`src/pkg/vcpr_cfg.svh`:
```
// Purpose: constants for the virtual priority register block
// Assumes: system register encodings as decoded by the core
// Notes:   timing-free block, all figures are encodings and fields
`ifndef VCPR_CFG_SVH
`define VCPR_CFG_SVH

// Encoding fields
`define VCPR_OP0_SYS     2'h3
`define VCPR_CRN_IRQ     4'hc
`define VCPR_OP1_EL1     3'h0
`define VCPR_CRM_AP1     4'h9
`define VCPR_OP2_AP1_HI  1'h0
`define VCPR_CRM_BPR0    4'h8
`define VCPR_OP2_BPR0    3'h3

// Field layout
`define VCPR_AP_W        32
`define VCPR_BP_W        3
`define VCPR_NUM_AP      4

// Preemption bit counts, encoded as count minus one
`define VCPR_PRE_BITS_5  3'h4
`define VCPR_PRE_BITS_6  3'h5
`define VCPR_PRE_BITS_7  3'h6

// Minimum binary point per preemption bit count
`define VCPR_BP_MIN_7    3'h0
`define VCPR_BP_MIN_6    3'h1
`define VCPR_BP_MIN_5    3'h2

// Reset values (contents are architecturally unknown)
`define VCPR_AP_RST      32'h0000_0000
`define VCPR_BP_RST      3'h2

`endif

```
`src/pkg/vcpr_pkg.sv`:
```
// Purpose: types for the virtual priority register block
// Assumes: included config header defines widths
// Notes:   none
`include "vcpr_cfg.svh"
package vcpr_pkg;

    typedef struct packed {
        logic       valid;
        logic       write;
        logic [1:0] op0;
        logic [2:0] op1;
        logic [3:0] crn;
        logic [3:0] crm;
        logic [2:0] op2;
        logic [63:0] wdata;
    } vcpr_req_s;

    typedef struct packed {
        logic       nonsecure_state;
        logic       secure_second_level_enable;
        logic       irq_route_override;
        logic       fiq_route_override;
        logic       general_trap_to_hypervisor;
        logic       trap_all_group0;
        logic       trap_all_group1;
        logic       sysreg_iface_enable;
        logic       secure_access_check;
        logic [2:0] preemption_bit_count;
    } vcpr_ctl_s;

    typedef enum logic [4:0] {
        VCPR_RES_NONE     = 5'b00001,
        VCPR_RES_VIRTUAL  = 5'b00010,
        VCPR_RES_PHYSICAL = 5'b00100,
        VCPR_RES_TRAP_EL1 = 5'b01000,
        VCPR_RES_TRAP_EL2 = 5'b10000
    } vcpr_route_e;

    typedef enum logic [2:0] {
        VCPR_ANS_OK    = 3'b001,
        VCPR_ANS_UNDEF = 3'b010,
        VCPR_ANS_TRAP  = 3'b100
    } vcpr_ans_e;

endpackage

```
`src/vcpr_bp_clamp.sv`:
```
// Purpose: minimum binary point and write clamp
// Assumes: preemption count given as count minus one
// Notes:   unknown counts fall back to the five-bit minimum
`timescale 1ns/10ps
`include "vcpr_cfg.svh"
module vcpr_bp_clamp (
    // Inputs
    input  wire logic [2:0] i_pre_bits,
    input  wire logic [2:0] i_wval,
    // Outputs
    output logic      [2:0] o_min,
    output logic      [2:0] o_store
);
    assign o_min = (i_pre_bits == `VCPR_PRE_BITS_7) ? `VCPR_BP_MIN_7 :
                   (i_pre_bits == `VCPR_PRE_BITS_6) ? `VCPR_BP_MIN_6 :
                   `VCPR_BP_MIN_5;
    assign o_store = (i_wval < o_min) ? o_min : i_wval;
endmodule // vcpr_bp_clamp

```
`src/vcpr_regs.sv`:
```
// Purpose: virtual group 1 active priority and group 0 binary point
// Assumes: one access per cycle from the core, answered next cycle
// Notes:   physical registers live elsewhere; this block only routes
`timescale 1ns/10ps
`include "vcpr_cfg.svh"

module vcpr_regs (
    // Clock and reset
    input  wire logic                I_CLK,
    input  wire logic                I_RST,
    // Access request and controls
    input  wire vcpr_pkg::vcpr_req_s I_REQ,
    input  wire vcpr_pkg::vcpr_ctl_s I_CTL,
    // Answer
    output logic                     O_ACK,
    output vcpr_pkg::vcpr_ans_e      O_ANS,
    output logic                     O_TRAP_EL2,
    output logic                     O_TO_PHYS,
    output logic [63:0]              O_RDATA,
    // State views
    output logic                     O_G1_NONE_ACTIVE,
    output logic [2:0]               O_BP0
);
    import vcpr_pkg::*;

    logic [`VCPR_AP_W-1:0] ap_reg [`VCPR_NUM_AP];
    logic [2:0]            bp_reg;
    logic                  ack_reg;
    vcpr_ans_e             ans_reg;
    logic                  trap2_reg;
    logic                  phys_reg;
    logic [63:0]           rdata_reg;
    logic                  none_reg;
    logic [`VCPR_NUM_AP-1:0] impl;
    logic [2:0]            bp_min;
    logic [2:0]            bp_store;
    vcpr_route_e           route;

    wire base_hit = I_REQ.valid && I_REQ.op0 == `VCPR_OP0_SYS
                 && I_REQ.crn == `VCPR_CRN_IRQ
                 && I_REQ.op1 == `VCPR_OP1_EL1;
    wire is_ap1 = base_hit && I_REQ.crm == `VCPR_CRM_AP1
               && I_REQ.op2[2] == `VCPR_OP2_AP1_HI;
    wire is_bp0 = base_hit && I_REQ.crm == `VCPR_CRM_BPR0
               && I_REQ.op2 == `VCPR_OP2_BPR0;
    wire [1:0] idx = I_REQ.op2[1:0];

    // Register count follows the priority bit count
    assign impl[0] = 1'b1;
    assign impl[1] = I_CTL.preemption_bit_count
                     >= `VCPR_PRE_BITS_6;
    assign impl[2] = I_CTL.preemption_bit_count
                     >= `VCPR_PRE_BITS_7;
    assign impl[3] = impl[2];

    wire undef = is_ap1 && !impl[idx];

    vcpr_route u_route (
        .i_is_grp0 (is_bp0),
        .i_is_grp1 (is_ap1 && !undef),
        .i_ctl     (I_CTL),
        .o_route   (route)
    );

    vcpr_bp_clamp u_clamp (
        .i_pre_bits (I_CTL.preemption_bit_count),
        .i_wval     (I_REQ.wdata[2:0]),
        .o_min      (bp_min),
        .o_store    (bp_store)
    );

    wire virt   = route == VCPR_RES_VIRTUAL;
    wire wr_ap  = virt && is_ap1 && I_REQ.write;
    wire wr_bp  = virt && is_bp0 && I_REQ.write;
    // Only the low word is stored; it is the 32-bit view too
    wire [63:0] ap_rd = {32'h0000_0000, ap_reg[idx]};
    wire [63:0] bp_rd = {61'h0, bp_reg};
    wire [63:0] rd_next = (virt && !I_REQ.write)
                        ? (is_ap1 ? ap_rd : bp_rd) : 64'h0;
    wire ans_trap = route == VCPR_RES_TRAP_EL1
                 || route == VCPR_RES_TRAP_EL2;
    wire none_next = (ap_reg[0] | ap_reg[1] | ap_reg[2]
                     | ap_reg[3]) == 32'h0000_0000;

    // Software is trusted to restore order and values
    genvar g;
    generate
        for (g = 0; g < `VCPR_NUM_AP; g++) begin : g_ap
            always_ff @(posedge I_CLK or posedge I_RST) begin
                if (I_RST) begin
                    ap_reg[g] <= `VCPR_AP_RST;
                end else if (wr_ap && idx == g) begin
                    ap_reg[g] <= I_REQ.wdata[31:0];
                end
            end
        end
    endgenerate

    always_ff @(posedge I_CLK or posedge I_RST) begin
        if (I_RST) begin
            bp_reg <= `VCPR_BP_RST;
        end else if (wr_bp) begin
            bp_reg <= bp_store;
        end
    end

    always_ff @(posedge I_CLK or posedge I_RST) begin
        if (I_RST) begin
            ack_reg   <= 1'b0;
            ans_reg   <= VCPR_ANS_OK;
            trap2_reg <= 1'b0;
            phys_reg  <= 1'b0;
            rdata_reg <= 64'h0;
            none_reg  <= 1'b1;
        end else begin
            ack_reg   <= is_ap1 || is_bp0;
            ans_reg   <= undef ? VCPR_ANS_UNDEF :
                         ans_trap ? VCPR_ANS_TRAP : VCPR_ANS_OK;
            trap2_reg <= route == VCPR_RES_TRAP_EL2;
            phys_reg  <= route == VCPR_RES_PHYSICAL;
            rdata_reg <= rd_next;
            none_reg  <= none_next;
        end
    end

    assign O_ACK            = ack_reg;
    assign O_ANS            = ans_reg;
    assign O_TRAP_EL2       = trap2_reg;
    assign O_TO_PHYS        = phys_reg;
    assign O_RDATA          = rdata_reg;
    assign O_G1_NONE_ACTIVE = none_reg;
    assign O_BP0            = bp_reg;
endmodule // vcpr_regs

```
`src/vcpr_route.sv`:
```
// Purpose: trap and virtual/physical routing for one access
// Assumes: access already decoded to a register class
// Notes:   purely combinational
`timescale 1ns/10ps
`include "vcpr_cfg.svh"
module vcpr_route (
    // Access class
    input  wire logic                i_is_grp0,
    input  wire logic                i_is_grp1,
    // Trap and route controls
    input  wire vcpr_pkg::vcpr_ctl_s i_ctl,
    // Result
    output vcpr_pkg::vcpr_route_e    o_route
);
    import vcpr_pkg::*;

    wire sec_el2  = ~i_ctl.nonsecure_state
                  & i_ctl.secure_second_level_enable;
    wire el2_live = i_ctl.nonsecure_state
                  | i_ctl.secure_second_level_enable;
    wire tall     = (i_is_grp0 & i_ctl.trap_all_group0)
                  | (i_is_grp1 & i_ctl.trap_all_group1);
    wire trap_ns  = i_ctl.nonsecure_state & tall;
    wire trap_s   = sec_el2 & tall & i_ctl.secure_access_check;
    wire ovr      = (i_is_grp1 & i_ctl.irq_route_override)
                  | (i_is_grp0 & i_ctl.fiq_route_override);
    wire virt     = ovr & ~i_ctl.general_trap_to_hypervisor
                  & el2_live;

    // Enable trap outranks the hypervisor traps
    assign o_route = !(i_is_grp0 | i_is_grp1) ? VCPR_RES_NONE :
                     !i_ctl.sysreg_iface_enable ? VCPR_RES_TRAP_EL1 :
                     (trap_ns | trap_s) ? VCPR_RES_TRAP_EL2 :
                     virt ? VCPR_RES_VIRTUAL : VCPR_RES_PHYSICAL;
endmodule // vcpr_route

```
`config.mk`:
```
export PLATFORM = sky130hd
export DESIGN_NAME = vcpr_regs
export DESIGN_NICKNAME = d
export VERILOG_FILES = /design/src/pkg/vcpr_pkg.sv /design/src/vcpr_bp_clamp.sv /design/src/vcpr_regs.sv /design/src/vcpr_route.sv
export VERILOG_INCLUDE_DIRS = /design/src /design/src/pkg
export SDC_FILE = /design/constraint.sdc
export NUM_CORES = 1
export LEC_CHECK = 0
export BUFFER_PORTS_ARGS = -buffer_cell sky130_fd_sc_hd__buf_2
export CORE_ASPECT_RATIO = 1.25
export CORE_MARGIN = 10
export CORE_UTILIZATION = 51
export CTS_BUF_LIST = sky130_fd_sc_hd__clkbuf_4 sky130_fd_sc_hd__clkbuf_8
export CTS_CLUSTER_DIAMETER = 30
export DETAILED_ROUTE_END_ITERATION = 16
export PLACE_DENSITY = 0.89
export SETUP_SLACK_MARGIN = 0.02
export SYNTH_ARGS = -nofsm -noshare
export SYNTH_HDL_FRONTEND = slang
export SYNTH_HIERARCHICAL = 1
export SYNTH_SLANG_ARGS = --single-unit
```
`constraint.sdc`:
```
create_clock -name I_CLK -period 5.03 [get_ports I_CLK]
set_clock_uncertainty 0.1 [all_clocks]
set_input_delay 0.503 -clock I_CLK [delete_from_list [all_inputs] [get_ports I_CLK]]
set_output_delay 0.503 -clock I_CLK [all_outputs]
set_load 0.01 [all_outputs]
```
# After elaboration in Yosys (flattened, before gate mapping)
# Index checks and enable logic that the tools add are counted.
# totals
wordCells,94
in_bits,96
reg_bits,170
out_inout_bits,74
# op_classes
n_lt_le_gt_ge,5
eq_ne,14
bitwise,22
n_reduce_logical,26
muxes,16
# op_table
operator,n
$mux W32,4
$or A32 B32 Y32,3
$bmux W32 S2,1
$logic_not A32 Y1,1
$logic_and A1 B1 Y1,18
$mux W3,5
$mux W5,3
$eq A4 B4 Y1 const B,3
$and A1 B1 Y1,10
$ge A3 B3 Y1 const B,3
$eq A2 B2 Y1 const B,3
$eq A3 B3 Y1 const B,2
$eq A5 B2 Y1 const B,1
$eq A5 B3 Y1 const B,1
$eq A5 B4 Y1 const B,1
$eq A5 B5 Y1 const B,1
$or A1 B1 Y1,5
$eq A3 B2 Y1 const B,1
$logic_not A1 Y1,3
$logic_not A3 Y1,1
$lt A2 B3 Y1 const B,1
$lt A3 B3 Y1,1
$not A1 Y1,3
$not A2 Y3,1
other kinds (6),7

# Longest topological paths before layout
# Gate-level depths: netlist of run 1.
# depth
word_depth,21
mapped_depth,13
mapped_depth_nobuf,10

# Modules after synthesis
# The synthesis of run 1 kept the hierarchy.
# by_module_without_submodules
mod,area_each_um2,instances,cells_each,seq_area_each_um2
vcpr_regs,7724.9,1,507,4257.8
vcpr_bp_clamp,112.6,1,16,0.0
vcpr_route,97.6,1,12,0.0

# Worst setup path before layout of run 1
# No wires, ideal clock.
# synth_timing
path_kind,input-to-reg
startpoint,in I_REQ[65] (netlist bit)
endpoint,reg ap_reg[100] (netlist bit)
n_path_buf,2
t_arrival_ns,3.407
stages,10
t_required_ns,4.805
slack_ns,1.398
setup_time_ns,0.125
cell_sequence,buf_2 > nand2_1 > or2_2 > nor3_1 > a22oi_1 > a2111oi_2 > nand4_4 > nor4b_4 > buf_6 > mux2_2
# synth_via
elab_cells_between_ends,30
classes_between,eq/ne (2); mux (6); bitwise (13); reduce/logical (9)
# synth_rtl
item,line_no,rtl
from (decl),vcpr_regs.sv:12,"input wire vcpr_pkg::vcpr_req_s I_REQ,"
$eq A3 B2 Y1 (no line) (*),-,
$logic_and A1 B1 Y1 (no line) (*),-,
via is_bp0,vcpr_regs.sv:44,wire is_bp0 = base_hit && I_REQ.crm == `VCPR_CRM_BPR0
"$and A1 B1 Y1, on equally long branches","vcpr_route.sv:26, vcpr_route.sv:21",
"$or A1 B1 Y1, on equally long branches","vcpr_route.sv:26, vcpr_route.sv:22",
"$and A1 B1 Y1, on equally long branches","vcpr_route.sv:27, vcpr_route.sv:24",
"$and A1 B1 Y1, on equally long branches","vcpr_route.sv:28, vcpr_route.sv:24",
$mux W3 or $or A1 B1 Y1 (tied branches),"vcpr_route.sv:34, vcpr_route.sv:33",
$mux W5,vcpr_route.sv:33,(trap_ns | trap_s) ? VCPR_RES_TRAP_EL2 :
$mux W5,vcpr_route.sv:32,!i_ctl.sysreg_iface_enable ? VCPR_RES_TRAP_EL1 :
$mux W5 (*),vcpr_route.sv:31,assign o_route = !(i_is_grp0 | i_is_grp1) ? VCPR_RES_NONE :
via route[1],vcpr_regs.sv:37,vcpr_route_e route;
$eq A5 B2 Y1 (*),vcpr_regs.sv:72,wire virt = route == VCPR_RES_VIRTUAL;
$logic_and A1 B1 Y1 (*) (2 in series),vcpr_regs.sv:73,wire wr_ap = virt && is_ap1 && I_REQ.write;
$logic_and A1 B1 Y1 (*),vcpr_regs.sv:92,end else if (wr_ap && idx == g) begin
"to (signal, indexed assignment)",vcpr_regs.sv:91,ap_reg[g] <= `VCPR_AP_RST;
"to (signal, indexed assignment)",vcpr_regs.sv:93,ap_reg[g] <= I_REQ.wdata[31:0];
to (decl),vcpr_regs.sv:26,logic [`VCPR_AP_W-1:0] ap_reg [`VCPR_NUM_AP];
# The timed path passes the listed nets; every way through them passes the cells marked *. The select of a mux whose other input is x is not followed.
# A chain may end at the register's enable or synchronous reset.

# Worst setup path in the final report of run 1
# layout_timing
startpoint,in I_REQ[68] (netlist bit)
endpoint,reg ap_reg[96] (netlist bit)
# layout_via
elab_cells_between_ends,30
classes_between,eq/ne (3); mux (4); bitwise (13); reduce/logical (10)
# layout_rtl
item,line_no
$eq A4 B4 Y1 (no line) (*),-
$logic_and A1 B1 Y1 (no line) (*) (2 in series),-
via is_bp0,vcpr_regs.sv:44
"$and A1 B1 Y1, on equally long branches","vcpr_route.sv:26, vcpr_route.sv:21"
"$or A1 B1 Y1, on equally long branches","vcpr_route.sv:26, vcpr_route.sv:22"
"$and A1 B1 Y1, on equally long branches","vcpr_route.sv:27, vcpr_route.sv:24"
"$and A1 B1 Y1, on equally long branches","vcpr_route.sv:28, vcpr_route.sv:24"
$mux W3 or $or A1 B1 Y1 (tied branches),"vcpr_route.sv:34, vcpr_route.sv:33"
$mux W5,vcpr_route.sv:33
$mux W5,vcpr_route.sv:32
$mux W5 (*),vcpr_route.sv:31
via route[1],vcpr_regs.sv:37
$eq A5 B2 Y1 (*),vcpr_regs.sv:72
$logic_and A1 B1 Y1 (*) (2 in series),vcpr_regs.sv:73
$logic_and A1 B1 Y1 (*),vcpr_regs.sv:92
# The timed path passes the listed nets; every way through them passes the cells marked *.

==> results of run 1 <==
## through the flow
step                util [%]  area, sq um  instances
global route            58.9         8920        862
global placement        56.0         8480        830
detailed placement      56.0         8480        830
floorplan                  -         8040        564
CTS                     58.9         8920        862
finish                  58.9         8920        863
## what timing repair did
item	in CTS	in global routing
endpoints found under the setup margin	0	0
hold buffers	1	0
endpoints found under the hold margin	17	0
## cell type report
| class | count | area (sq um) | area share, % |
|---|---|---|---|
| well taps | 208 | 260 | 2.92 |
| flip-flops and latches | 170 | 4260 | 47.7 |
| inverters | 2 | 11.3 | 0.126 |
| repair buffers | 115 | 616 | 6.90 |
| clock inverters | 9 | 139 | 1.56 |
| multi-input cells | 336 | 3340 | 37.5 |
| clock buffers | 22 | 290 | 3.25 |
| diodes | 1 | 2.50 | 0.0281 |
## cell usage in the layout (no fill, tap or decap), types with 2 or more instances in the layout
cell and count:
sky130_fd_sc_hd__mux4_2 32, sky130_fd_sc_hd__nand2_1 5, sky130_fd_sc_hd__nand2b_1 2, sky130_fd_sc_hd__and3b_2 2, sky130_fd_sc_hd__buf_2 105, sky130_fd_sc_hd__mux2i_1 3
sky130_fd_sc_hd__o21ai_0 2, sky130_fd_sc_hd__nand4_1 8, sky130_fd_sc_hd__nor3_1 2, sky130_fd_sc_hd__conb_1 32, sky130_fd_sc_hd__mux2_2 110, sky130_fd_sc_hd__and3_1 2
sky130_fd_sc_hd__clkinvlp_4 4, sky130_fd_sc_hd__mux2_1 21, sky130_fd_sc_hd__nor4_4 3, sky130_fd_sc_hd__or4_1 2, sky130_fd_sc_hd__nor4_1 34, sky130_fd_sc_hd__dfstp_2 3
sky130_fd_sc_hd__clkbuf_4 2, sky130_fd_sc_hd__clkbuf_8 20, sky130_fd_sc_hd__clkinv_4 2, sky130_fd_sc_hd__dfrtp_1 167, sky130_fd_sc_hd__nor2_1 16, sky130_fd_sc_hd__nor2b_1 31
sky130_fd_sc_hd__bufinv_16 3, sky130_fd_sc_hd__nor4b_4 2, sky130_fd_sc_hd__buf_4 8
## power by group
group	internal, W	switching, W	leakage (nW)	total, W
Sequential	0.00137	0.000000000232	2.37	0.00137
Combinational	0.0000405	0.0000834	1.96	0.000124
Clock	0.000542	0.000485	0.209	0.00103
## per-layer routing
| metal | GRT usage, % | part of all wire, % | up-vias |
|---|---|---|---|
| met5 | 0 | 0 | - |
| met4 | 6.38 | 2.3 | 0 |
| met3 | 6.21 | 7.2 | 34 |
| met2 | 31.7 | 52 | 195 |
| met1 | 19.7 | 38 | 2530 |
| li1 | - | - | 2141 |
## worst max path at each step
stage                   start  slack, ps  cells past startpoint           to
global route        I_REQ[65]        890                     10   ap_reg[69]
detailed placement  I_REQ[68]        690                     10   ap_reg[96]
floorplan           I_REQ[65]       1400                     10  ap_reg[100]
global placement    I_REQ[68]        860                     10  ap_reg[109]
finish              I_REQ[68]       1100                     10   ap_reg[96]
CTS                 I_REQ[68]       1160                     10   ap_reg[69]
==> summary.json, run 1 <==
{
  "run_status": {
    "outcome": "completed"
  },
  "worst_setup_path": {
    "rr_worst_depth": 4,
    "timing.setup.critical_path_class": "primary input to register",
    "critical_path.max_fanout": 32,
    "path_buf_inv": 2,
    "rrSetupSlack_ps": 2780,
    "r2r-start": "ap_reg[118]",
    "sort_of_element_at_the_end_of_the_critical_path": "register",
    "crit_path_top_delay_cell": "sky130_fd_sc_hd__a2111oi_2",
    "timing.critical_path.from_type": "primary input",
    "crit_path_max_incr_delay_ps": 710,
    "cp_cell_sequence": "buf_2 > nor4b_4 > nand2_1 > nor3_1 > a22oi_1 > a2111oi_2 > nand4_4 > nor4b_4 > buf_4 > mux2_2",
    "cp_data_required_time_ps": 5270,
    "path_common_cell": "sky130_fd_sc_hd__nor4b_4",
    "critical_path.reg2reg.endpoint": "O_G1_NONE_ACTIVE",
    "cp.arrival_ps": 4180,
    "worst_path_dominant_cell_family": "simple AND/OR/NAND/NOR gates"
  },
  "route": {
    "routed-via-count": 4900,
    "drt_first_iter_violations": 259,
    "detail_route.first_pass.iterations": 4,
    "drt_wl_total_um": 18900,
    "detail_route.drc_violations": 0,
    "count_of_nets_left_with_antenna_violations_after_detail_routing": 0,
    "dr_vias_cell": 5.68,
    "route.detailed.wl_per_inst_um": 21.9
  },
  "timing": {
    "setup_repair_after_global_routing_missed_its_margin": "false",
    "min_hold_slack_ps": 207,
    "finalMaxSlewViolations": 0,
    "finalCritPeriodShare_pct": 78.2,
    "timing_worst_slew_pin_value_ps": 809,
    "setup-tns-final_ps": 0,
    "max_slew_margin_pct": 45.6,
    "finalHoldViolations": 0,
    "layout_setup_ws_ps": 1100,
    "final.min_clock_period_ps": 3930,
    "final-setup-viol-count": 0,
    "peak_freq_ghz": 0.254
  },
  "synth": {
    "syn_avg_cell_area_sq_um": 14.9,
    "syn-cell-area_sq_mm": 0.00792,
    "yosys_warnings": 6,
    "synthesis.instances": 533
  },
  "power": {
    "finalPower_w": 0.00252,
    "power.density_cell_area_mw_per_mm2": 282,
    "leak_pwr_nw": 4.54,
    "peak_vdd_ir_uv": 154
  },
  "clocking": {
    "htree_num_levels": 4,
    "cts_inserted_buffers": 17,
    "cts-root-buf": "sky130_fd_sc_hd__clkbuf_8",
    "cts_tree": "done",
    "ctsResizeCount": 0,
    "post_cts_buffers": 0,
    "clk_path_buf_depth": 2,
    "clock_sinks": 170,
    "cts.clk_slew.worst_paths_ps": 80,
    "clk-insertion-delay-late_ps": 460
  },
  "hold_path": {
    "hold_path_end": "ap_reg[95]",
    "number_of_cells_on_the_worst_hold_path": 2,
    "worst_hold_startpoint": "I_REQ[31]",
    "min-delay-path-class": "primary input to register"
  },
  "place": {
    "place_congestion": 0.853,
    "dp_slack_ps": 691,
    "port_buffers": 105,
    "detailedPlacementHpwl_um": 13600
  },
  "floorplanning": {
    "die_height_um": 159,
    "num_io_pins": 170,
    "initial_core_util_pct": 52.3,
    "design.core.area_sq_mm": 0.0151,
    "dieArea_sq_mm": 0.0210,
    "die_x_um": 131,
    "core.rowCount": 50
  },
  "global_route": {
    "grt.overflow.total": 0,
    "grt_max_degree": 87,
    "antenna_violations_before_repair": 3,
    "grt_first_pass_wirelength_um": 30200,
    "grtUsageTotal_pct": 18.0,
    "grt_pass1_vias": 5453
  },
  "cells_and_area": {
    "final_net_count": 739,
    "largest_reg_flops": 128,
    "filler_cells_inserted": 1171,
    "layout-drive-gt1-share_pct": 47.2,
    "syn_to_final_growth_pct": 12.6
  },
  "job": {
    "drv_cap": 0
  }
}
No activity file was read; power rests on OpenSTA's default activity.
==> run 2: changes to the inputs <==
--- a/config.mk
+++ b/config.mk
@@ -9,11 +9,11 @@
 export BUFFER_PORTS_ARGS = -buffer_cell sky130_fd_sc_hd__buf_2
 export CORE_ASPECT_RATIO = 1.25
 export CORE_MARGIN = 10
-export CORE_UTILIZATION = 51
+export CORE_UTILIZATION = 57
 export CTS_BUF_LIST = sky130_fd_sc_hd__clkbuf_4 sky130_fd_sc_hd__clkbuf_8
 export CTS_CLUSTER_DIAMETER = 30
 export DETAILED_ROUTE_END_ITERATION = 16
-export PLACE_DENSITY = 0.89
+export PLACE_DENSITY = 0.94
 export SETUP_SLACK_MARGIN = 0.02
 export SYNTH_ARGS = -nofsm -noshare
 export SYNTH_HDL_FRONTEND = slang
==> constraint.sdc (replaced) <==
create_clock -name I_CLK -period 3.7 [get_ports I_CLK]
set_clock_uncertainty 0.1 [all_clocks]
set_input_delay 0.37 -clock I_CLK [delete_from_list [all_inputs] [get_ports I_CLK]]
set_output_delay 0.37 -clock I_CLK [all_outputs]
set_load 0.01 [all_outputs]
==> summary.json, run 2 (same netlist as run 1, synthesis figures left out) <==
{
  "floorplanning": {
    "dieArea": {"value": 0.0190, "unit": "sq mm", "change": "was 0.0210 sq mm"},
    "design.core.area": {"value": 0.0137, "unit": "sq mm", "change": "was 0.0151 sq mm"},
    "die_x": {"value": 125, "unit": "um", "change": "was 131 um"},
    "die_height": {"value": 152, "unit": "um", "change": "was 159 um"},
    "initial_core_util": {"value": 57.9, "unit": "%", "change": "was 52.3%"},
    "core.rowCount": {"value": 48, "change": "was 50"},
    "num_io_pins": {"value": 170, "change": "unchanged"}
  },
  "cells_and_area": {
    "filler_cells_inserted": {"value": 925, "change": "was 1171"},
    "final_net_count": {"value": 744, "change": "was 739"},
    "area_occupied_by_multi_input_gates": {"value": 0.00334, "unit": "sq mm", "change": "unchanged"},
    "final-seq-area": {"value": 0.00426, "unit": "sq mm", "change": "unchanged"},
    "final_cell_mix": {"value": "sky130_fd_sc_hd__dfrtp_1 (167), sky130_fd_sc_hd__mux2_2 (110), sky130_fd_sc_hd__buf_2 (105)", "change": "unchanged"},
    "syn_to_final_growth": {"value": 13.4, "unit": "%", "change": "was 12.6%"},
    "layout-drive-gt1-share": {"value": 47.7, "unit": "%", "change": "was 47.2%"},
    "largest_reg_flops": {"value": 128, "change": "unchanged"},
    "layout_commonest_cell": {"value": "sky130_fd_sc_hd__dfrtp_1", "change": "unchanged"}
  },
  "timing": {
    "finalHoldViolations": {"value": 0, "change": "unchanged"},
    "max_slew_margin": {"value": 45.9, "unit": "%", "change": "was 45.6%"},
    "layout_setup_ws": {"value": 571, "unit": "ps", "change": "was 1100 ps"},
    "peak_freq_ghz": 0.320,
    "final-setup-viol-count": {"value": 0, "change": "unchanged"},
    "finalCritPeriodShare_pct": 84.6,
    "timing_worst_slew_pin_value": {"value": 809, "unit": "ps", "change": "about the same"},
    "finalMaxSlewViolations": {"value": 0, "change": "unchanged"},
    "setup-tns-final": {"value": 0, "unit": "ps", "change": "unchanged"},
    "min_hold_slack": {"value": 75.6, "unit": "ps", "change": "was 207 ps"},
    "final.min_clock_period_ps": 3130,
    "setup_repair_after_global_routing_missed_its_margin": {"value": "false", "change": "unchanged"}
  },
  "clocking": {
    "post_cts_buffers": {"value": 0, "change": "unchanged"},
    "cts.clk_slew.worst_paths": {"value": 90, "unit": "ps", "change": "was 80 ps"},
    "cts-hold-fix-buffers": {"value": 1, "change": "unchanged"},
    "cts_inserted_buffers": {"value": 17, "change": "unchanged"},
    "cts-root-buf": {"value": "sky130_fd_sc_hd__clkbuf_8", "change": "unchanged"},
    "clk_path_buf_depth": {"value": 2, "change": "unchanged"},
    "clk-insertion-delay-late": {"value": 460, "unit": "ps", "change": "about the same"},
    "clock_sinks": {"value": 170, "change": "unchanged"},
    "ctsResizeCount": {"value": 0, "change": "unchanged"},
    "htree_num_levels": {"value": 4, "change": "unchanged"},
    "cts_tree": {"value": "done", "change": "unchanged"}
  },
  "worst_setup_path": {
    "critical_path.max_fanout": {"value": 32, "change": "unchanged"},
    "cp.arrival": {"value": 3360, "unit": "ps", "change": "was 4180 ps"},
    "r2r-start": {"value": "ap_reg[80]", "change": "was ap_reg[118]"},
    "cp_cell_sequence": {"value": "buf_2 > nor4b_4 > nand2_1 > nor3_1 > buf_4 > a22o_1 > a221oi_1 > nor2_1 > nand4_4 > nor4_4 > buf_12 > mux2_2", "change": "was buf_2 > nor4b_4 > nand2_1 > nor3_1 > a22oi_1 > a2111oi_2 > nand4_4 > nor4b_4 > buf_4 > mux2_2"},
    "sort_of_element_at_the_end_of_the_critical_path": {"value": "register", "change": "unchanged"},
    "timing.setup.critical_path_class": {"value": "primary input to register", "change": "unchanged"},
    "timing.critical_path.from": {"value": "I_REQ[68]", "change": "unchanged"},
    "timing.critical_path.from_type": {"value": "primary input", "change": "unchanged"},
    "crit_path_max_incr_delay": {"value": 390, "unit": "ps", "change": "was 710 ps"},
    "crit_path_top_delay_cell": {"value": "sky130_fd_sc_hd__nor4b_4", "change": "was sky130_fd_sc_hd__a2111oi_2"},
    "worst_path_dominant_cell_family": {"value": "simple AND/OR/NAND/NOR gates", "change": "unchanged"},
    "cp_data_required_time": {"value": 3930, "unit": "ps", "change": "was 5270 ps"},
    "path_buf_inv": {"value": 3, "change": "was 2"}
  },
  "global_route": {
    "grt_max_degree": {"value": 93, "change": "was 87"},
    "grt_first_pass_wirelength": {"value": 31500, "unit": "um", "change": "was 30200 um"},
    "grt_pass1_vias": {"value": 5535, "change": "was 5453"},
    "grtUsageTotal": {"value": 20.8, "unit": "%", "change": "was 18.0%"},
    "antenna_violations_before_repair": {"value": 2, "change": "was 3"},
    "grt.overflow.total": {"value": 0, "change": "unchanged"}
  },
  "place": {
    "place_congestion": {"value": 0.862, "change": "was 0.853"},
    "port_buffers": {"value": 105, "change": "unchanged"},
    "dp_slack": {"value": 146, "unit": "ps", "change": "was 691 ps"},
    "detailedPlacementHpwl": {"value": 13600, "unit": "um", "change": "about the same"}
  },
  "hold_path": {
    "worst_hold_startpoint": {"value": "I_REQ[11]", "change": "was I_REQ[31]"},
    "min-delay-path-class": {"value": "primary input to register", "change": "unchanged"}
  },
  "job": {
    "drv_cap": {"value": 0, "change": "unchanged"}
  },
  "power": {
    "power.density_cell_area": {"value": 387, "unit": "mW/mm^2", "change": "was 282 mW/mm^2"},
    "peak_vdd_ir": {"value": 254, "unit": "uV", "change": "was 154 uV"},
    "leak_pwr": {"value": 4.59, "unit": "nW", "change": "was 4.54 nW"}
  },
  "route": {
    "count_of_nets_left_with_antenna_violations_after_detail_routing": {"value": 0, "change": "unchanged"},
    "detail_route.drc_violations": {"value": 0, "change": "unchanged"},
    "dr_vias_cell": {"value": 6.00, "change": "was 5.68"},
    "drt_wl_total": {"value": 19400, "unit": "um", "change": "was 18900 um"},
    "route.detailed.wl_per_inst": {"value": 23.2, "unit": "um", "change": "was 21.9 um"},
    "detail_route.first_pass.iterations": {"value": 5, "change": "was 4"},
    "drt_first_iter_violations": {"value": 416, "change": "was 259"},
    "routed-via-count": {"value": 5026, "change": "was 4900"}
  },
  "run_status": {
    "outcome": {"value": "completed", "change": "unchanged"}
  }
}
-- run 2: layer usage --
| metal | vias up | wire length (um) | track usage, % | share of wire (%) |
|---|---|---|---|---|
| li1 | 2152 | - | - | - |
| met1 | 2550 | 6750 | 22.5 | 35 |
| met2 | 265 | 10200 | 35.3 | 53 |
| met4 | 0 | 779 | 11.3 | 4.0 |
| met3 | 59 | 1660 | 6.51 | 8.6 |
| met5 | - | 0 | 0 | 0 |
-- run 2: report_power, final --
group,internal (W),switching [W]
Sequential,0.00186,0.000000000313
Clock,0.000768,0.000682
Combinational,0.0000551,0.000113
-- run 2: final timing paths --
kind                                     to  slack (ps)  cells after the start
max                              ap_reg[68]         570                     12
min                              ap_reg[43]          80                      2
max reg2reg                O_G1_NONE_ACTIVE        1530                      4
min reg2reg                      ap_reg[43]         440                      1
max in group asynchronous        ap_reg[38]        1950                      4
min in group asynchronous        O_RDATA[8]         500                      3
-- run 2: area by class of cell --
| class | instances | area share, % |
|---|---|---|
| inverter | 2 | 0.125 |
| tap | 175 | 2.44 |
| clock inverter | 13 | 2.12 |
| timing repair buffer | 120 | 7.82 |
| clock buffer | 19 | 2.84 |
| antenna | 3 | 0.0835 |
| multi-input combinational | 336 | 37.2 |
| sequential | 170 | 47.4 |
-- run 2: through the flow --
step                area [sq um]  utilization, %  total power, W  instances
floorplan                   8040               -         0.00201        564
finish                      8990            65.6         0.00347        838
CTS                         8980            65.6         0.00349        835
global placement            8520            62.3         0.00205        802
global route                8980            65.6         0.00359        837
detailed placement          8520            62.3         0.00206        802
==> run 3: changes to the inputs <==
--- a/config.mk
+++ b/config.mk
@@ -6,10 +6,11 @@
 export SDC_FILE = /design/constraint.sdc
 export NUM_CORES = 1
 export LEC_CHECK = 0
+export ABC_AREA = 1
 export BUFFER_PORTS_ARGS = -buffer_cell sky130_fd_sc_hd__buf_2
 export CORE_ASPECT_RATIO = 1.25
 export CORE_MARGIN = 10
-export CORE_UTILIZATION = 57
+export CORE_UTILIZATION = 58
 export CTS_BUF_LIST = sky130_fd_sc_hd__clkbuf_4 sky130_fd_sc_hd__clkbuf_8
 export CTS_CLUSTER_DIAMETER = 30
 export DETAILED_ROUTE_END_ITERATION = 16
==> constraint.sdc (replaced) <==
create_clock -name I_CLK -period 2.9 [get_ports I_CLK]
set_clock_uncertainty 0.1 [all_clocks]
set_input_delay 0.29 -clock I_CLK [delete_from_list [all_inputs] [get_ports I_CLK]]
set_output_delay 0.29 -clock I_CLK [all_outputs]
set_load 0.01 [all_outputs]
==> summary.json, run 3 <==
{
  "synth": {
    "synthesis.instances": {"value": 1104, "change": "was 533"},
    "yosys_warnings": {"value": 6, "change": "unchanged"},
    "syn_avg_cell_area": {"value": 7.86, "unit": "sq um", "change": "was 14.9 sq um"},
    "syn-cell-area": {"value": 0.00868, "unit": "sq mm", "change": "was 0.00792 sq mm"}
  },
  "cells_and_area": {
    "syn_to_final_growth": {"value": 14.6, "unit": "%", "change": "was 13.4%"},
    "final_cell_count_no_fill": {"value": 1410, "change": "was 838"},
    "final_cell_mix": {"value": "sky130_fd_sc_hd__nand2_1 (361), sky130_fd_sc_hd__dfrtp_1 (167), sky130_fd_sc_hd__nor2_1 (134)", "change": "was sky130_fd_sc_hd__dfrtp_1 (167), sky130_fd_sc_hd__mux2_2 (110), sky130_fd_sc_hd__buf_2 (105)"},
    "filler_cells_inserted": {"value": 1111, "change": "was 925"},
    "largest_reg_flops": {"value": 128, "change": "unchanged"},
    "layout_commonest_cell": {"value": "sky130_fd_sc_hd__nand2_1", "change": "was sky130_fd_sc_hd__dfrtp_1"},
    "layout-drive-gt1-share": {"value": 16.5, "unit": "%", "change": "was 47.7%"},
    "final_net_count": {"value": 1315, "change": "was 744"}
  },
  "floorplanning": {
    "core.rowCount": {"value": 49, "change": "was 48"},
    "die_x": {"value": 129, "unit": "um", "change": "was 125 um"},
    "num_io_pins": {"value": 170, "change": "unchanged"},
    "die_height": {"value": 157, "unit": "um", "change": "was 152 um"},
    "dieArea": {"value": 0.0203, "unit": "sq mm", "change": "was 0.0190 sq mm"},
    "initial_core_util": {"value": 59.7, "unit": "%", "change": "was 57.9%"},
    "design.core.area": {"value": 0.0145, "unit": "sq mm", "change": "was 0.0137 sq mm"}
  },
  "worst_setup_path": {
    "cp_data_required_time": {"value": 3160, "unit": "ps", "change": "was 3930 ps"},
    "sort_of_element_at_the_end_of_the_critical_path": {"value": "register", "change": "unchanged"},
    "cp.arrival": {"value": 2690, "unit": "ps", "change": "was 3360 ps"},
    "timing.setup.critical_path_class": {"value": "primary input to register", "change": "unchanged"},
    "rr_worst_depth": {"value": 7, "change": "was 4"},
    "timing.critical_path.from_type": {"value": "primary input", "change": "unchanged"},
    "critical_path.max_fanout": {"value": 21, "change": "was 32"},
    "rrSetupSlack": {"value": 1340, "unit": "ps", "change": "was 1530 ps"},
    "critical_path.reg2reg.endpoint": {"value": "O_G1_NONE_ACTIVE", "change": "unchanged"},
    "r2r-start": {"value": "ap_reg[80]", "change": "unchanged"}
  },
  "global_route": {
    "grt.overflow.total": {"value": 0, "change": "unchanged"},
    "grt_pass1_vias": {"value": 8000, "change": "was 5535"},
    "grt_first_pass_wirelength": {"value": 38700, "unit": "um", "change": "was 31500 um"},
    "grtUsageTotal": {"value": 23.7, "unit": "%", "change": "was 20.8%"},
    "antenna_violations_before_repair": {"value": 3, "change": "was 2"},
    "grt_max_degree": {"value": 93, "change": "unchanged"}
  },
  "timing": {
    "setup_repair_after_global_routing_missed_its_margin": {"value": "false", "change": "unchanged"},
    "finalMaxSlewViolations": {"value": 0, "change": "unchanged"},
    "final.min_clock_period_ps": 2430,
    "setup-tns-final": {"value": 0, "unit": "ps", "change": "unchanged"},
    "final-setup-viol-count": {"value": 0, "change": "unchanged"},
    "peak_freq_ghz": 0.411,
    "max_slew_margin": {"value": 60.0, "unit": "%", "change": "was 45.9%"},
    "timing_worst_slew_pin_value": {"value": 600, "unit": "ps", "change": "was 809 ps"},
    "finalHoldViolations": {"value": 0, "change": "unchanged"},
    "finalCritPeriodShare_pct": 83.9,
    "layout_setup_ws": {"value": 467, "unit": "ps", "change": "was 571 ps"},
    "min_hold_slack": {"value": 6.02, "unit": "ps", "change": "was 75.6 ps"}
  },
  "clocking": {
    "htree_num_levels": {"value": 4, "change": "unchanged"},
    "clk-insertion-delay-late": {"value": 480, "unit": "ps", "change": "was 460 ps"},
    "cts_inserted_buffers": {"value": 17, "change": "unchanged"},
    "clock_sinks": {"value": 170, "change": "unchanged"},
    "cts.clk_slew.worst_paths": {"value": 80, "unit": "ps", "change": "was 90 ps"},
    "clk_path_buf_depth": {"value": 2, "change": "unchanged"},
    "cts_tree": {"value": "done", "change": "unchanged"},
    "cts-hold-fix-buffers": {"value": 28, "change": "was 1"},
    "post_cts_buffers": {"value": 0, "change": "unchanged"},
    "ctsResizeCount": {"value": 0, "change": "unchanged"},
    "cts-root-buf": {"value": "sky130_fd_sc_hd__clkbuf_8", "change": "unchanged"}
  },
  "place": {
    "dp_slack": {"value": 0.0417, "unit": "ps", "change": "was 146 ps"},
    "place_congestion": {"value": 0.892, "change": "was 0.862"},
    "port_buffers": {"value": 105, "change": "unchanged"},
    "dp_cells": {"value": 1349, "change": "was 802"},
    "detailedPlacementHpwl": {"value": 15500, "unit": "um", "change": "was 13600 um"}
  },
  "job": {
    "drv_cap": {"value": 0, "change": "unchanged"}
  },
  "route": {
    "dr_vias_cell": {"value": 5.80, "change": "was 6.00"},
    "detail_route.drc_violations": {"value": 0, "change": "unchanged"},
    "drt_wl_total": {"value": 24100, "unit": "um", "change": "was 19400 um"},
    "route.detailed.wl_per_inst": {"value": 17.1, "unit": "um", "change": "was 23.2 um"},
    "routed-via-count": {"value": 8180, "change": "was 5026"},
    "drt_first_iter_violations": {"value": 1134, "change": "was 416"},
    "detail_route.first_pass.iterations": {"value": 6, "change": "was 5"},
    "count_of_nets_left_with_antenna_violations_after_detail_routing": {"value": 0, "change": "unchanged"}
  },
  "hold_path": {
    "number_of_cells_on_the_worst_hold_path": {"value": 3, "change": "was 2"},
    "hold_path_end": {"value": "ap_reg[117]", "change": "was ap_reg[43]"},
    "min-delay-path-class": {"value": "primary input to register", "change": "unchanged"},
    "worst_hold_startpoint": {"value": "I_REQ[21]", "change": "was I_REQ[11]"}
  },
  "power": {
    "peak_vdd_ir": {"value": 375, "unit": "uV", "change": "was 254 uV"},
    "leak_pwr": {"value": 5.41, "unit": "nW", "change": "was 4.59 nW"},
    "power.density_cell_area": {"value": 444, "unit": "mW/mm^2", "change": "was 387 mW/mm^2"},
    "finalPower": {"value": 0.00442, "unit": "W", "change": "was 0.00347 W"}
  },
  "run_status": {
    "outcome": {"value": "completed", "change": "unchanged"}
  }
}
run 3: per-layer routing:
metal | vias to the layer above | part of all wire, % | global-route usage (%) | wire length (um)
met5 | - | 0.054 | 0 | 13
met4 | 2 | 4.1 | 12.4 | 983
met3 | 105 | 9.7 | 5.81 | 2340
met2 | 478 | 50 | 40.4 | 12100
met1 | 3818 | 36 | 26.8 | 8700
li1 | 3777 | - | - | -
run 3: worst max path at each step:
stage | depth (start not counted) | to | start | slack [ps]
6_report | 21 | ap_reg[101] | I_REQ[71] | 470
5_1_grt | 21 | ap_reg[101] | I_REQ[71] | 270
4_1_cts | 21 | ap_reg[101] | I_REQ[71] | 450
3_5_place_dp | 21 | ap_reg[112] | I_REQ[71] | 0.04
3_3_place_gp | 21 | ap_reg[93] | I_REQ[71] | 100
2_1_floorplan | 1 | O_ACK | I_RST | 340
run 3: stage by stage:
stage               utilization (%)  cell area (sq um)
floorplan                         -               8800
global placement               63.7               9250
detailed placement             63.7               9250
CTS                            68.5               9950
global route                   68.5               9950
finish                         68.5               9950
run 3: power breakdown:
group,switching (W),leakage (nW),internal [W]
Sequential,0.000000000337,2.37,0.00237
Clock,0.000839,0.211,0.000905
Combinational,0.000215,2.84,0.0000894
Total,0.00105,5.41,0.00336
run 3: final cells by class:
cell class	instances	area (sq um)	area share (%)
Inverter	85	323	3.24
Antenna cell	1	2.50	0.0252
Tap cell	178	223	2.24
Timing Repair Buffer	164	1150	11.6
Clock inverter	6	88.8	0.893
Sequential cell	170	4260	42.8
Multi-Input combinational cell	780	3580	36.0
Clock buffer	26	327	3.28
run 3: worst max-delay path, cell delays in order:
cell and delay [ps]:
sky130_fd_sc_hd__buf_2 90, sky130_fd_sc_hd__inv_1 40, sky130_fd_sc_hd__nand2_1 50, sky130_fd_sc_hd__nor2_2 130
sky130_fd_sc_hd__inv_2 60, sky130_fd_sc_hd__nor2_4 110, sky130_fd_sc_hd__buf_4 170, sky130_fd_sc_hd__nand2_1 80
sky130_fd_sc_hd__inv_1 110, sky130_fd_sc_hd__nand2_1 60, sky130_fd_sc_hd__nand2_1 80, sky130_fd_sc_hd__inv_1 40
sky130_fd_sc_hd__nor2_1 80, sky130_fd_sc_hd__nor2_1 70, sky130_fd_sc_hd__nor2_2 140, sky130_fd_sc_hd__nand3_2 130
sky130_fd_sc_hd__nor2_4 320, sky130_fd_sc_hd__nand4_2 180, sky130_fd_sc_hd__buf_4 270, sky130_fd_sc_hd__nand2_1 110
sky130_fd_sc_hd__nand2_1 70
